[config.mk]
export PLATFORM = sky130hd
export DESIGN_NAME = pha_host_port
export DESIGN_NICKNAME = d
export VERILOG_FILES = /design/src/rtl/pha_sync.v /design/src/rtl/pha_port.v /design/src/rtl/pha_host_port.v
export VERILOG_INCLUDE_DIRS = /design/src /design/src/rtl
export SDC_FILE = /design/constraint.sdc
export NUM_CORES = 1
export LEC_CHECK = 0
export ABC_AREA = 1
export BUFFER_PORTS_ARGS = -buffer_cell sky130_fd_sc_hd__buf_2
export CORE_ASPECT_RATIO = 1.2
export CORE_MARGIN = 5
export CORE_UTILIZATION = 30
export CTS_CLUSTER_SIZE = 10
export DETAILED_ROUTE_END_ITERATION = 12
export PLACE_DENSITY = 0.5
export SLEW_MARGIN = 25
export SYNTH_ARGS = -nofsm -noshare
export SYNTH_HDL_FRONTEND = slang
export SYNTH_SLANG_ARGS = --single-unit
[constraint.sdc]
create_clock -name ref_clk_i -period 6.55 [get_ports ref_clk_i]
set_clock_uncertainty 0.2 [all_clocks]
set_input_delay 0.655 -clock ref_clk_i [delete_from_list [all_inputs] [get_ports ref_clk_i]]
set_output_delay 0.655 -clock ref_clk_i [all_outputs]
set_load 0.02 [all_outputs]
[src/rtl/pha_defs.vh]
// Constants for the peripheral adapter host port: register picks,
// flag and control field positions, line modes and shift counts.
// Assumes inclusion by bare name from the design files that use it.
// How it works
// - Reset zeroes registers except timers, shift data
// - Reset leaves every peripheral line an input
// - Reset disables timers, shifter and interrupt request
// - Bus transfers happen only on phase-two clock
// - Direction low: store host byte into picked register
// - Direction high and selected: drive picked register
// - Data lines stay undriven during write cycles
// - Unselected: all eight data lines released
// - Shift-out bit changes after phase-two falling edge
// - Shift-in samples serial line on phase-two rise
// - Read handshake: strobe edge returns handshake high
// - Write handshake: line low after phase-two rise
// - Latching captures port data on strobe edge
// - Selected only when high select high, low select low
// - Four pick inputs choose one of sixteen registers
// - Open-drain request low when enabled flag set
`ifndef PHA_DEFS_VH
`define PHA_DEFS_VH

`define PHA_RST_BYTE     8'h00
`define PHA_RST_WORD     16'h0000
`define PHA_SR_BITS      4'h8
`define PHA_CNT_ONE      4'h1
`define PHA_CNT_ZERO     4'h0

// Register picks
`define PHA_REG_ORB      4'h0
`define PHA_REG_ORA      4'h1
`define PHA_REG_DDRB     4'h2
`define PHA_REG_DDRA     4'h3
`define PHA_REG_T1CL     4'h4
`define PHA_REG_T1CH     4'h5
`define PHA_REG_T1LL     4'h6
`define PHA_REG_T1LH     4'h7
`define PHA_REG_T2CL     4'h8
`define PHA_REG_T2CH     4'h9
`define PHA_REG_SR       4'hA
`define PHA_REG_ACR      4'hB
`define PHA_REG_PCR      4'hC
`define PHA_REG_IFR      4'hD
`define PHA_REG_IER      4'hE
`define PHA_REG_ORA_NH   4'hF

// Interrupt flag bit positions
`define PHA_IF_CA2       0
`define PHA_IF_CA1       1
`define PHA_IF_SR        2
`define PHA_IF_CB2       3
`define PHA_IF_CB1       4
`define PHA_IF_ANY       7
`define PHA_IER_SETBIT   7

// Auxiliary control fields
`define PHA_ACR_LATCH_A  0
`define PHA_ACR_LATCH_B  1
`define PHA_ACR_SR_HI    4
`define PHA_ACR_SR_LO    2
`define PHA_SR_IN_PHI2   3'h2
`define PHA_SR_OUT_PHI2  3'h6

// Peripheral control fields
`define PHA_PCR_CA1_POL  0
`define PHA_PCR_CA2_HI   3
`define PHA_PCR_CA2_LO   1
`define PHA_PCR_CB1_POL  4
`define PHA_PCR_CB2_HI   7
`define PHA_PCR_CB2_LO   5

// Handshake line modes (three-bit field)
`define PHA_CTL_OUT      2
`define PHA_CTL_IN_POL   1
`define PHA_CTL_HSHAKE   3'h4
`define PHA_CTL_PULSE    3'h5
`define PHA_CTL_LOW      3'h6
`define PHA_CTL_HIGH     3'h7

`endif

[src/rtl/pha_sync.v]
// Two-stage synchroniser for a bundle of pin inputs.
// Assumes inputs asynchronous to ref_clk_i; only the second stage is used.
`timescale 1ns/1ps
`default_nettype none
module pha_sync #(
  parameter W = 8
) (
  // Clock and reset
  input  wire         ref_clk_i,
  input  wire         rst_i,
  // Pins and synchronised view
  input  wire [W-1:0] d_i,
  output wire [W-1:0] q_o
);

  reg [W-1:0] meta_r;
  reg [W-1:0] sync_r;

  // First stage feeds the second stage only
  always @(posedge ref_clk_i) begin
    if (rst_i) begin
      meta_r <= {W{1'b0}};
      sync_r <= {W{1'b0}};
    end else begin
      meta_r <= d_i;
      sync_r <= meta_r;
    end
  end

  assign q_o = sync_r;

endmodule // pha_sync
`default_nettype wire

[src/rtl/pha_port.v]
// One 8-bit peripheral port: output and direction registers,
// input latch and the read view of the port.
// Assumes pin_i already synchronised and write strobes single-cycle.
`timescale 1ns/1ps
`default_nettype none
`include "pha_defs.vh"
module pha_port #(
  parameter W           = 8,
  parameter READ_OUTREG = 0
) (
  // Clock and reset
  input  wire         ref_clk_i,
  input  wire         rst_i,
  // Register writes
  input  wire [W-1:0] wdata_i,
  input  wire         wr_out_i,
  input  wire         wr_dir_i,
  // Latching control
  input  wire         latch_en_i,
  input  wire         strobe_edge_i,
  // Pins
  input  wire [W-1:0] pin_i,
  output wire [W-1:0] pin_o,
  output wire [W-1:0] pin_oe_o,
  // Read views
  output wire [W-1:0] rd_in_o,
  output wire [W-1:0] rd_out_o,
  output wire [W-1:0] rd_dir_o
);

  reg  [W-1:0] out_r;
  reg  [W-1:0] dir_r;
  reg  [W-1:0] latch_r;
  wire [W-1:0] in_view;

  // Direction zero after reset keeps every pin undriven
  always @(posedge ref_clk_i) begin
    if (rst_i) begin
      out_r <= {W{1'b0}};
      dir_r <= {W{1'b0}};
    end else begin
      if (wr_out_i)
        out_r <= wdata_i;
      if (wr_dir_i)
        dir_r <= wdata_i;
    end
  end

  // Input latch follows the strobe's active edge
  always @(posedge ref_clk_i) begin
    if (rst_i)
      latch_r <= {W{1'b0}};
    else if (latch_en_i && strobe_edge_i)
      latch_r <= pin_i;
  end

  assign in_view = latch_en_i ? latch_r : pin_i;

  // Output bits may read back the register instead of the loaded pin
  genvar b;
  generate
    for (b = 0; b < W; b = b + 1) begin : g_bit
      if (READ_OUTREG != 0) begin : g_reg
        assign rd_in_o[b] = dir_r[b] ? out_r[b] : in_view[b];
      end else begin : g_pin
        assign rd_in_o[b] = in_view[b];
      end
    end
  endgenerate

  assign pin_o    = out_r;
  assign pin_oe_o = dir_r;
  assign rd_out_o = out_r;
  assign rd_dir_o = dir_r;

endmodule // pha_port
`default_nettype wire

[src/rtl/pha_host_port.v]
// Peripheral adapter host side: phase-two bus slave, sixteen registers,
// port handshakes, input latching, phase-two shifting and interrupt line.
// Assumes every pin input is asynchronous; phase-two high phase >= 4 clocks.
`timescale 1ns/1ps
`default_nettype none
`include "pha_defs.vh"
module pha_host_port (
  // Clock and reset
  input  wire       ref_clk_i,
  input  wire       rst_i,
  // Host bus
  input  wire       phi2_i,
  input  wire       select_high_i,
  input  wire       select_low_n_i,
  input  wire       rw_i,
  input  wire [3:0] register_pick_i,
  input  wire [7:0] host_data_i,
  output reg  [7:0] host_data_o,
  output wire       host_data_oe_o,
  // Interrupt request, open drain
  output wire       irq_n_o,
  output wire       irq_n_oe_o,
  // Port A
  input  wire [7:0] port_a_i,
  output wire [7:0] port_a_o,
  output wire [7:0] port_a_oe_o,
  input  wire       port_a_strobe_i,
  input  wire       port_a_handshake_i,
  output reg        port_a_handshake_o,
  output wire       port_a_handshake_oe_o,
  // Port B
  input  wire [7:0] port_b_i,
  output wire [7:0] port_b_o,
  output wire [7:0] port_b_oe_o,
  input  wire       port_b_strobe_i,
  input  wire       port_b_serial_i,
  output wire       port_b_serial_o,
  output wire       port_b_serial_oe_o
);

  // Synchronised pins
  wire [35:0] pins_q;
  wire        phi2_q;
  wire        sel_hi_q;
  wire        sel_lo_n_q;
  wire        rw_q;
  wire [3:0]  pick_q;
  wire [7:0]  data_q;
  wire [7:0]  pa_q;
  wire [7:0]  pb_q;
  wire        ca1_q;
  wire        ca2_q;
  wire        cb1_q;
  wire        cb2_q;

  pha_sync #(
    .W (36)
  ) u_sync (
    .ref_clk_i (ref_clk_i),
    .rst_i     (rst_i),
    .d_i       ({phi2_i, select_high_i, select_low_n_i, rw_i, register_pick_i,
                 host_data_i, port_a_i, port_b_i, port_a_strobe_i,
                 port_a_handshake_i, port_b_strobe_i, port_b_serial_i}),
    .q_o       (pins_q)
  );

  assign {phi2_q, sel_hi_q, sel_lo_n_q, rw_q, pick_q, data_q, pa_q, pb_q,
          ca1_q, ca2_q, cb1_q, cb2_q} = pins_q;

  // Edge history, taken from the synchronised copies only
  reg phi2_d;
  reg ca1_d;
  reg ca2_d;
  reg cb1_d;
  reg cb2_d;

  always @(posedge ref_clk_i) begin
    if (rst_i) begin
      phi2_d <= 1'b0;
      ca1_d  <= 1'b0;
      ca2_d  <= 1'b0;
      cb1_d  <= 1'b0;
      cb2_d  <= 1'b0;
    end else begin
      phi2_d <= phi2_q;
      ca1_d  <= ca1_q;
      ca2_d  <= ca2_q;
      cb1_d  <= cb1_q;
      cb2_d  <= cb2_q;
    end
  end

  // Control registers
  reg [7:0]  acr_r;
  reg [7:0]  pcr_r;
  reg [6:0]  ier_r;
  reg [6:0]  ifr_r;
  // Timer storage and shift data keep contents through reset
  reg [15:0] t1_latch_r;
  reg [15:0] t1_cnt_r;
  reg [7:0]  t2_latch_lo_r;
  reg [15:0] t2_cnt_r;
  reg [7:0]  sr_r;
  reg [3:0]  sr_cnt_r;
  reg        sr_bit_r;
  reg        ca2_pulse_r;
  reg        a_wr_pend_r;
  reg        cb2_line_r;
  reg        cb2_pulse_r;
  reg        b_wr_pend_r;

  wire phi2_rise = phi2_q & ~phi2_d;
  wire phi2_fall = ~phi2_q & phi2_d;
  wire selected  = sel_hi_q & ~sel_lo_n_q;
  // A transfer completes only on the falling phase-two edge
  wire acc     = phi2_fall & selected;
  wire wr_acc  = acc & ~rw_q;
  wire rd_acc  = acc & rw_q;
  wire [2:0] ca2_mode = pcr_r[`PHA_PCR_CA2_HI:`PHA_PCR_CA2_LO];
  wire [2:0] cb2_mode = pcr_r[`PHA_PCR_CB2_HI:`PHA_PCR_CB2_LO];
  wire [2:0] sr_mode  = acr_r[`PHA_ACR_SR_HI:`PHA_ACR_SR_LO];
  wire sr_in    = (sr_mode == `PHA_SR_IN_PHI2);
  wire sr_out   = (sr_mode == `PHA_SR_OUT_PHI2);
  wire sr_busy  = (sr_cnt_r != `PHA_CNT_ZERO);

  // Active edges of the handshake and strobe lines
  wire ca1_edge = pcr_r[`PHA_PCR_CA1_POL] ? (ca1_q & ~ca1_d) : (~ca1_q & ca1_d);
  wire cb1_edge = pcr_r[`PHA_PCR_CB1_POL] ? (cb1_q & ~cb1_d) : (~cb1_q & cb1_d);
  wire ca2_edge = ca2_mode[`PHA_CTL_IN_POL] ? (ca2_q & ~ca2_d) : (~ca2_q & ca2_d);
  wire cb2_edge = cb2_mode[`PHA_CTL_IN_POL] ? (cb2_q & ~cb2_d) : (~cb2_q & cb2_d);
  wire ca2_in   = ~ca2_mode[`PHA_CTL_OUT];
  wire cb2_in   = ~cb2_mode[`PHA_CTL_OUT] & ~sr_out & ~sr_in;

  // Accesses that carry side effects
  wire acc_a   = acc & (pick_q == `PHA_REG_ORA);
  wire acc_b   = acc & (pick_q == `PHA_REG_ORB);
  wire acc_sr  = acc & (pick_q == `PHA_REG_SR);
  wire wr_a    = wr_acc & ((pick_q == `PHA_REG_ORA) | (pick_q == `PHA_REG_ORA_NH));
  wire wr_b    = wr_acc & (pick_q == `PHA_REG_ORB);
  wire wr_da   = wr_acc & (pick_q == `PHA_REG_DDRA);
  wire wr_db   = wr_acc & (pick_q == `PHA_REG_DDRB);
  wire sr_step_in  = sr_in & sr_busy & phi2_rise;
  wire sr_step_out = sr_out & sr_busy & phi2_fall & ~acc_sr;
  wire sr_done = (sr_step_in | sr_step_out) & (sr_cnt_r == `PHA_CNT_ONE);

  // Ports
  wire [7:0] pa_in_v;
  wire [7:0] pa_out_v;
  wire [7:0] pa_dir_v;
  wire [7:0] pb_in_v;
  wire [7:0] pb_out_v;
  wire [7:0] pb_dir_v;

  pha_port #(
    .W           (8),
    .READ_OUTREG (0)
  ) u_port_a (
    .ref_clk_i     (ref_clk_i),
    .rst_i         (rst_i),
    .wdata_i       (data_q),
    .wr_out_i      (wr_a),
    .wr_dir_i      (wr_da),
    .latch_en_i    (acr_r[`PHA_ACR_LATCH_A]),
    .strobe_edge_i (ca1_edge),
    .pin_i         (pa_q),
    .pin_o         (port_a_o),
    .pin_oe_o      (port_a_oe_o),
    .rd_in_o       (pa_in_v),
    .rd_out_o      (pa_out_v),
    .rd_dir_o      (pa_dir_v)
  );

  pha_port #(
    .W           (8),
    .READ_OUTREG (1)
  ) u_port_b (
    .ref_clk_i     (ref_clk_i),
    .rst_i         (rst_i),
    .wdata_i       (data_q),
    .wr_out_i      (wr_b),
    .wr_dir_i      (wr_db),
    .latch_en_i    (acr_r[`PHA_ACR_LATCH_B]),
    .strobe_edge_i (cb1_edge),
    .pin_i         (pb_q),
    .pin_o         (port_b_o),
    .pin_oe_o      (port_b_oe_o),
    .rd_in_o       (pb_in_v),
    .rd_out_o      (pb_out_v),
    .rd_dir_o      (pb_dir_v)
  );

  // Control register writes; zero after reset disables timers and shifter
  always @(posedge ref_clk_i) begin
    if (rst_i) begin
      acr_r <= `PHA_RST_BYTE;
      pcr_r <= `PHA_RST_BYTE;
      ier_r <= 7'h00;
    end else if (wr_acc) begin
      case (pick_q)
        `PHA_REG_ACR: acr_r <= data_q;
        `PHA_REG_PCR: pcr_r <= data_q;
        `PHA_REG_IER: begin
          // Top bit picks set or clear of the ones written
          if (data_q[`PHA_IER_SETBIT])
            ier_r <= ier_r | data_q[6:0];
          else
            ier_r <= ier_r & ~data_q[6:0];
        end
        default: ier_r <= ier_r;
      endcase
    end
  end

  // Timer storage: no reset term, contents survive reset
  always @(posedge ref_clk_i) begin
    if (wr_acc) begin
      case (pick_q)
        `PHA_REG_T1CL, `PHA_REG_T1LL: t1_latch_r[7:0] <= data_q;
        `PHA_REG_T1LH: t1_latch_r[15:8] <= data_q;
        `PHA_REG_T1CH: begin
          t1_latch_r[15:8] <= data_q;
          t1_cnt_r         <= {data_q, t1_latch_r[7:0]};
        end
        `PHA_REG_T2CL: t2_latch_lo_r <= data_q;
        `PHA_REG_T2CH: t2_cnt_r <= {data_q, t2_latch_lo_r};
        default: t2_cnt_r <= t2_cnt_r;
      endcase
    end
  end

  // Shift data: host write wins over a shift step in the same cycle
  always @(posedge ref_clk_i) begin
    if (wr_acc && (pick_q == `PHA_REG_SR))
      sr_r <= data_q;
    else if (sr_step_in)
      sr_r <= {sr_r[6:0], cb2_q};
    else if (sr_step_out)
      sr_r <= {sr_r[6:0], sr_r[7]};
  end

  // Shift counter and the bit shown on the serial line
  always @(posedge ref_clk_i) begin
    if (rst_i) begin
      sr_cnt_r <= `PHA_CNT_ZERO;
      sr_bit_r <= 1'b0;
    end else begin
      if (acc_sr && (sr_in || sr_out))
        sr_cnt_r <= `PHA_SR_BITS;
      else if (sr_step_in || sr_step_out)
        sr_cnt_r <= sr_cnt_r - `PHA_CNT_ONE;
      if (sr_step_out)
        sr_bit_r <= sr_r[7];
    end
  end

  // Flags: hardware set wins over clear by write or port access
  reg [6:0] ifr_set;
  reg [6:0] ifr_clr;

  always @* begin
    ifr_set = 7'h00;
    ifr_clr = 7'h00;
    ifr_set[`PHA_IF_CA1] = ca1_edge;
    ifr_set[`PHA_IF_CA2] = ca2_edge & ca2_in;
    ifr_set[`PHA_IF_CB1] = cb1_edge;
    ifr_set[`PHA_IF_CB2] = cb2_edge & cb2_in;
    ifr_set[`PHA_IF_SR]  = sr_done;
    if (wr_acc && (pick_q == `PHA_REG_IFR))
      ifr_clr = data_q[6:0];
    if (acc_a) begin
      ifr_clr[`PHA_IF_CA1] = 1'b1;
      ifr_clr[`PHA_IF_CA2] = 1'b1;
    end
    if (acc_b) begin
      ifr_clr[`PHA_IF_CB1] = 1'b1;
      ifr_clr[`PHA_IF_CB2] = 1'b1;
    end
    if (acc_sr)
      ifr_clr[`PHA_IF_SR] = 1'b1;
  end

  always @(posedge ref_clk_i) begin
    if (rst_i)
      ifr_r <= 7'h00;
    else
      ifr_r <= (ifr_r & ~ifr_clr) | ifr_set;
  end

  wire irq_any = |(ifr_r & ier_r);
  assign irq_n_o    = 1'b0;
  assign irq_n_oe_o = irq_any;

  // Port A handshake line: read goes low at once, write after next rise
  always @(posedge ref_clk_i) begin
    if (rst_i) begin
      port_a_handshake_o <= 1'b1;
      ca2_pulse_r        <= 1'b0;
      a_wr_pend_r        <= 1'b0;
    end else begin
      ca2_pulse_r <= 1'b0;
      case (ca2_mode)
        `PHA_CTL_HSHAKE, `PHA_CTL_PULSE: begin
          if (acc_a && rw_q)
            port_a_handshake_o <= 1'b0;
          else if (a_wr_pend_r && phi2_rise)
            port_a_handshake_o <= 1'b0;
          else if (ca2_mode == `PHA_CTL_HSHAKE && ca1_edge)
            port_a_handshake_o <= 1'b1;
          else if (ca2_mode == `PHA_CTL_PULSE && ca2_pulse_r)
            port_a_handshake_o <= 1'b1;
          // Pulse mode ends after the next phase-two fall
          if (ca2_mode == `PHA_CTL_PULSE && !port_a_handshake_o && phi2_fall)
            ca2_pulse_r <= 1'b1;
        end
        `PHA_CTL_LOW:  port_a_handshake_o <= 1'b0;
        `PHA_CTL_HIGH: port_a_handshake_o <= 1'b1;
        default:       port_a_handshake_o <= 1'b1;
      endcase
      if (acc_a && !rw_q)
        a_wr_pend_r <= 1'b1;
      else if (phi2_rise)
        a_wr_pend_r <= 1'b0;
    end
  end

  assign port_a_handshake_oe_o = ~ca2_in;

  // Port B handshake line: write handshake only
  always @(posedge ref_clk_i) begin
    if (rst_i) begin
      cb2_line_r  <= 1'b1;
      cb2_pulse_r <= 1'b0;
      b_wr_pend_r <= 1'b0;
    end else begin
      cb2_pulse_r <= 1'b0;
      case (cb2_mode)
        `PHA_CTL_HSHAKE, `PHA_CTL_PULSE: begin
          if (b_wr_pend_r && phi2_rise)
            cb2_line_r <= 1'b0;
          else if (cb2_mode == `PHA_CTL_HSHAKE && cb1_edge)
            cb2_line_r <= 1'b1;
          else if (cb2_mode == `PHA_CTL_PULSE && cb2_pulse_r)
            cb2_line_r <= 1'b1;
          if (cb2_mode == `PHA_CTL_PULSE && !cb2_line_r && phi2_rise)
            cb2_pulse_r <= 1'b1;
        end
        `PHA_CTL_LOW:  cb2_line_r <= 1'b0;
        `PHA_CTL_HIGH: cb2_line_r <= 1'b1;
        default:       cb2_line_r <= 1'b1;
      endcase
      if (wr_b)
        b_wr_pend_r <= 1'b1;
      else if (phi2_rise)
        b_wr_pend_r <= 1'b0;
    end
  end

  // Shifter owns the serial line in shift-out mode
  assign port_b_serial_o    = sr_out ? sr_bit_r : cb2_line_r;
  assign port_b_serial_oe_o = sr_out | (~sr_in & cb2_mode[`PHA_CTL_OUT]);

  // Read data register, refreshed every clock from the picked register
  reg [7:0] rd_mux;

  always @* begin
    case (pick_q)
      `PHA_REG_ORB:    rd_mux = pb_in_v;
      `PHA_REG_ORA:    rd_mux = pa_in_v;
      `PHA_REG_ORA_NH: rd_mux = pa_in_v;
      `PHA_REG_DDRB:   rd_mux = pb_dir_v;
      `PHA_REG_DDRA:   rd_mux = pa_dir_v;
      `PHA_REG_T1CL:   rd_mux = t1_cnt_r[7:0];
      `PHA_REG_T1CH:   rd_mux = t1_cnt_r[15:8];
      `PHA_REG_T1LL:   rd_mux = t1_latch_r[7:0];
      `PHA_REG_T1LH:   rd_mux = t1_latch_r[15:8];
      `PHA_REG_T2CL:   rd_mux = t2_cnt_r[7:0];
      `PHA_REG_T2CH:   rd_mux = t2_cnt_r[15:8];
      `PHA_REG_SR:     rd_mux = sr_r;
      `PHA_REG_ACR:    rd_mux = acr_r;
      `PHA_REG_PCR:    rd_mux = pcr_r;
      `PHA_REG_IFR:    rd_mux = {irq_any, ifr_r};
      `PHA_REG_IER:    rd_mux = {1'b1, ier_r};
      default:         rd_mux = `PHA_RST_BYTE;
    endcase
  end

  always @(posedge ref_clk_i) begin
    if (rst_i)
      host_data_o <= `PHA_RST_BYTE;
    else
      host_data_o <= rd_mux;
  end

  // Drive only while selected, reading, and phase two high
  assign host_data_oe_o = selected & rw_q & phi2_q;

  // Unused read views kept for port A and port B output registers
  wire unused_ok = &{1'b0, pa_out_v, pb_out_v};

endmodule // pha_host_port
`default_nettype wire

==> impl_metrics.env <==
export IMPL_grt_first_pass_wirelength_um=40400
export IMPL_pwr_share_seq_pct=52.1
export IMPL_routed_wirelength_um=26600
export IMPL_synth_largest_area_cell="dfxtp_1"
export IMPL_syn_avg_cell_area_um2=8.41
export IMPL_grt_max_degree=79
export IMPL_synthDistinctLibCells=32
export IMPL_grt_use_met3_pct=2.67
export IMPL_status="finished clean"
export IMPL_final_area_um2=10700
export IMPL_worst_pin_slew_ps=999
export IMPL_postPlaceCellArea_um2=9970
export IMPL_max_cap_viol_count=0
export IMPL_grt_most_used_layer="met2"
export IMPL_crit_path_end_kind="output port"
export IMPL_whs_path_depth=3
export IMPL_synthToLayoutAreaGrowth_pct=17.3
export IMPL_grtUsageMet1_pct=19.5
export IMPL_dieArea_um2=34100
export IMPL_max_vdd_ir_drop_uv=162
export IMPL_dr_pass1_iters=4
export IMPL_met2_usage_pct=26.0
export IMPL_drc=0
export IMPL_overflow=0
export IMPL_initial_utilization_pct=30.2
export IMPL_grt_usage_pct=15.2
export IMPL_die_w_um=169
export IMPL_antennaDiodeCount=0
export IMPL_core_area_um2=30300
export IMPL_p_switching_mw=0.654
export IMPL_drive_gt1_share_pct=13.2
export IMPL_post_route_util_pct=35.4
export IMPL_critPathLaunchType="register"
export IMPL_r2r_cells=7
export IMPL_h_tree_depth=1
export IMPL_max_slew_margin_rel_pct=33.3
export IMPL_critical_path_class="reg2out"
export IMPL_dpl_hpwl_um=19000
export IMPL_synth_nets=1127
export IMPL_gp_congestion=0.889
export IMPL_ioPinCount=85
export IMPL_root_buffer="clkbuf_16"
export IMPL_crit_arrival_ps=1590
export IMPL_synth_top_area_share_pct=38.1
export IMPL_first_global_vias=6968
export IMPL_reg2reg_to="sr_r[5]"
export IMPL_cts_tree="yes"
export IMPL_holdBufCountCts=0
export IMPL_holdWs_ps=125
export IMPL_r2r_start="u_sync.q_o[28]"
export IMPL_io_buffers=83
export IMPL_synth_seq_cells=238
export IMPL_vias=7273
export IMPL_r2r_slack_ps=4330
export IMPL_die_h_um=201
export IMPL_rsz0062_at_grt="false"
export IMPL_holdPathEnd="u_sync.meta_r[11]"
export IMPL_power_density_nw_per_um2=278
export IMPL_intPower_mw=2.33
export IMPL_synth_seq_area_share_pct=59.2
export IMPL_period_share_pct=37.4
export IMPL_setup_viol=0
export IMPL_switching_share_pct=21.9
export IMPL_instances_no_fill=1583
export IMPL_fmax_ghz=0.408
export IMPL_drt_first_iter_violations=640
export IMPL_wl_per_cell_um=16.8
export IMPL_p_clk_share_pct=44.0
export IMPL_clk_pin_slew_ps=60
export IMPL_path_max_fanout=4
export IMPL_hold_class="in2reg"
export IMPL_ant_nets=0
export IMPL_cts_sinks=238
export IMPL_fin_setup_tns_ps=0
export IMPL_syn_area_um2=9140
export IMPL_syn_inst=1087
export IMPL_grt_antenna_before_repair=1
export IMPL_placedCellCount=1543
export IMPL_finalHoldViolCount=0
export IMPL_cts_setup_buffers=0
export IMPL_final_max_slew_violation_count=0
export IMPL_pwr_share_comb_pct=4.0
export IMPL_clk_latency_ps=530
export IMPL_via_per_inst=4.59
export IMPL_period_minus_slack_ps=2450
export IMPL_cts_resized=0
export IMPL_nNetsFinal=1216
export IMPL_cts_inserted_buffers=27
export IMPL_yosysWarnings=0
export IMPL_clockBufferDepth=3
export IMPL_hp_start="port_b_i[7]"
export IMPL_rows=70
export IMPL_synth_area_leaders="dfxtp_1 (38%), edfxtp_1 (21%), nand2_1 (8.3%), nor2_1 (6.2%), inv_1 (6.1%)"
export IMPL_required_ps=5690
export IMPL_p_leak_nw=4.43
==> critical path: stages, from the launching register on <==
cell and delay (ps):
dfxtp_1 350, nor2_1 210, nand2_1 130, o21ai_0 190, buf_2 200
==> stage by stage <==
stage / setup WS, ps / power, mW
floorplan: 3620 / 1.65
global placement: 4240 / 1.70
detailed placement: 4220 / 1.70
CTS: 4090 / 3.02
global route: 4000 / 3.10
finish: 4100 / 2.98
==> flip-flops by register name, indices dropped and copies added, names as in the netlist, 16 cells and up, named ones only <==
signal         flops
t1_cnt_r          16
t1_latch_r        16
t2_cnt_r          16
u_sync.meta_r     36
u_sync.q_o        36
==> worst max path at each step <==
stage                               from         endpoint  slack, ps  cells after the start
after floorplan           u_sync.q_o[35]      t1_cnt_r[0]       3620                      5
after global placement             rst_i      sr_cnt_r[1]       4240                      5
after detailed placement           rst_i      sr_cnt_r[1]       4220                      5
after CTS                       acr_r[2]  port_b_serial_o       4090                      4
after global routing            acr_r[3]  port_b_serial_o       4000                      5
final                           acr_r[2]  port_b_serial_o       4100                      4
==> synthesized netlist by cell type <==
cell type  instances
conb_1             1
o21ai_0          104
a211oi_1           4
buf_4              1
o21ai_4            1
a21oi_2            2
a21oi_1           91
nand4_1           12
a21boi_1           1
nor3b_1            1
nor3_1             8
clkinv_2           2
xor2_1             1
clkbuf_1          23
nor2_2             6
buf_2              2
ha_1               2
edfxtp_1          64
inv_2              9
nand2_2           11
o21ai_1           14
nor2_4             4
buf_6              3
dfxtp_1          174
nand2_4            1
nor2_1           150
o22ai_1            1
mux2_1             1
nand3_1           38
nor4_1             3
nand2_1          203
inv_1            149
==> final cells by class <==
cell class	count	area [µm²]
inverters	160	603
fillers	3212	19600
well taps	396	495
repair buffers	89	463
clock buffers	39	731
flip-flops and latches	238	5410
multi-input cells	660	3010
clock inverters	1	8.76
==> kinds of logic after synthesis <==
kind of cell | Yosys count | share of synthesized area [%]
buffers and inverters | 189 | 8.11
AND/OR/NAND/NOR | 437 | 19.9
AO/OA/AOI/OAI | 218 | 12.3
other | 1 | 0.0410
XOR/XNOR | 1 | 0.0959
multiplexers | 1 | 0.123
flip-flops | 238 | 59.2
adder cells (fa/ha/maj) | 2 | 0.274
==> placed cells by master (no fill, tap or decap), types with 7 or more instances in the layout <==
cell and instances:
nand2_1 203, dfxtp_1 174, nor2_1 150, inv_1 148
o21ai_0 104, a21oi_1 91, buf_2 82, edfxtp_1 64
nand3_1 38, clkbuf_16 27, o21ai_1 14, nand4_1 12
nand2_2 11, clkbuf_1 11, inv_2 9, buf_4 7
==> metal layers <==
layer / share of wire [%] / vias to the layer above / wire length (µm)
li1: - / 3651 / -
met1: 43 / 3396 / 11300
met2: 49 / 176 / 13000
met3: 5.7 / 48 / 1520
met4: 2.7 / 2 / 719
met5: 0.045 / - / 12
==> power groups by stage <==
stage / Clock [mW] / Combinational, mW / Sequential [mW]
6_report: 1.31 / 0.118 / 1.55
3_3_place_gp: 0 / 0.120 / 1.58
4_1_cts: 1.35 / 0.121 / 1.55
3_5_place_dp: 0 / 0.120 / 1.58
5_1_grt: 1.41 / 0.135 / 1.55
2_1_floorplan: 0 / 0.0703 / 1.58
Power figures use the tool's default switching activity.
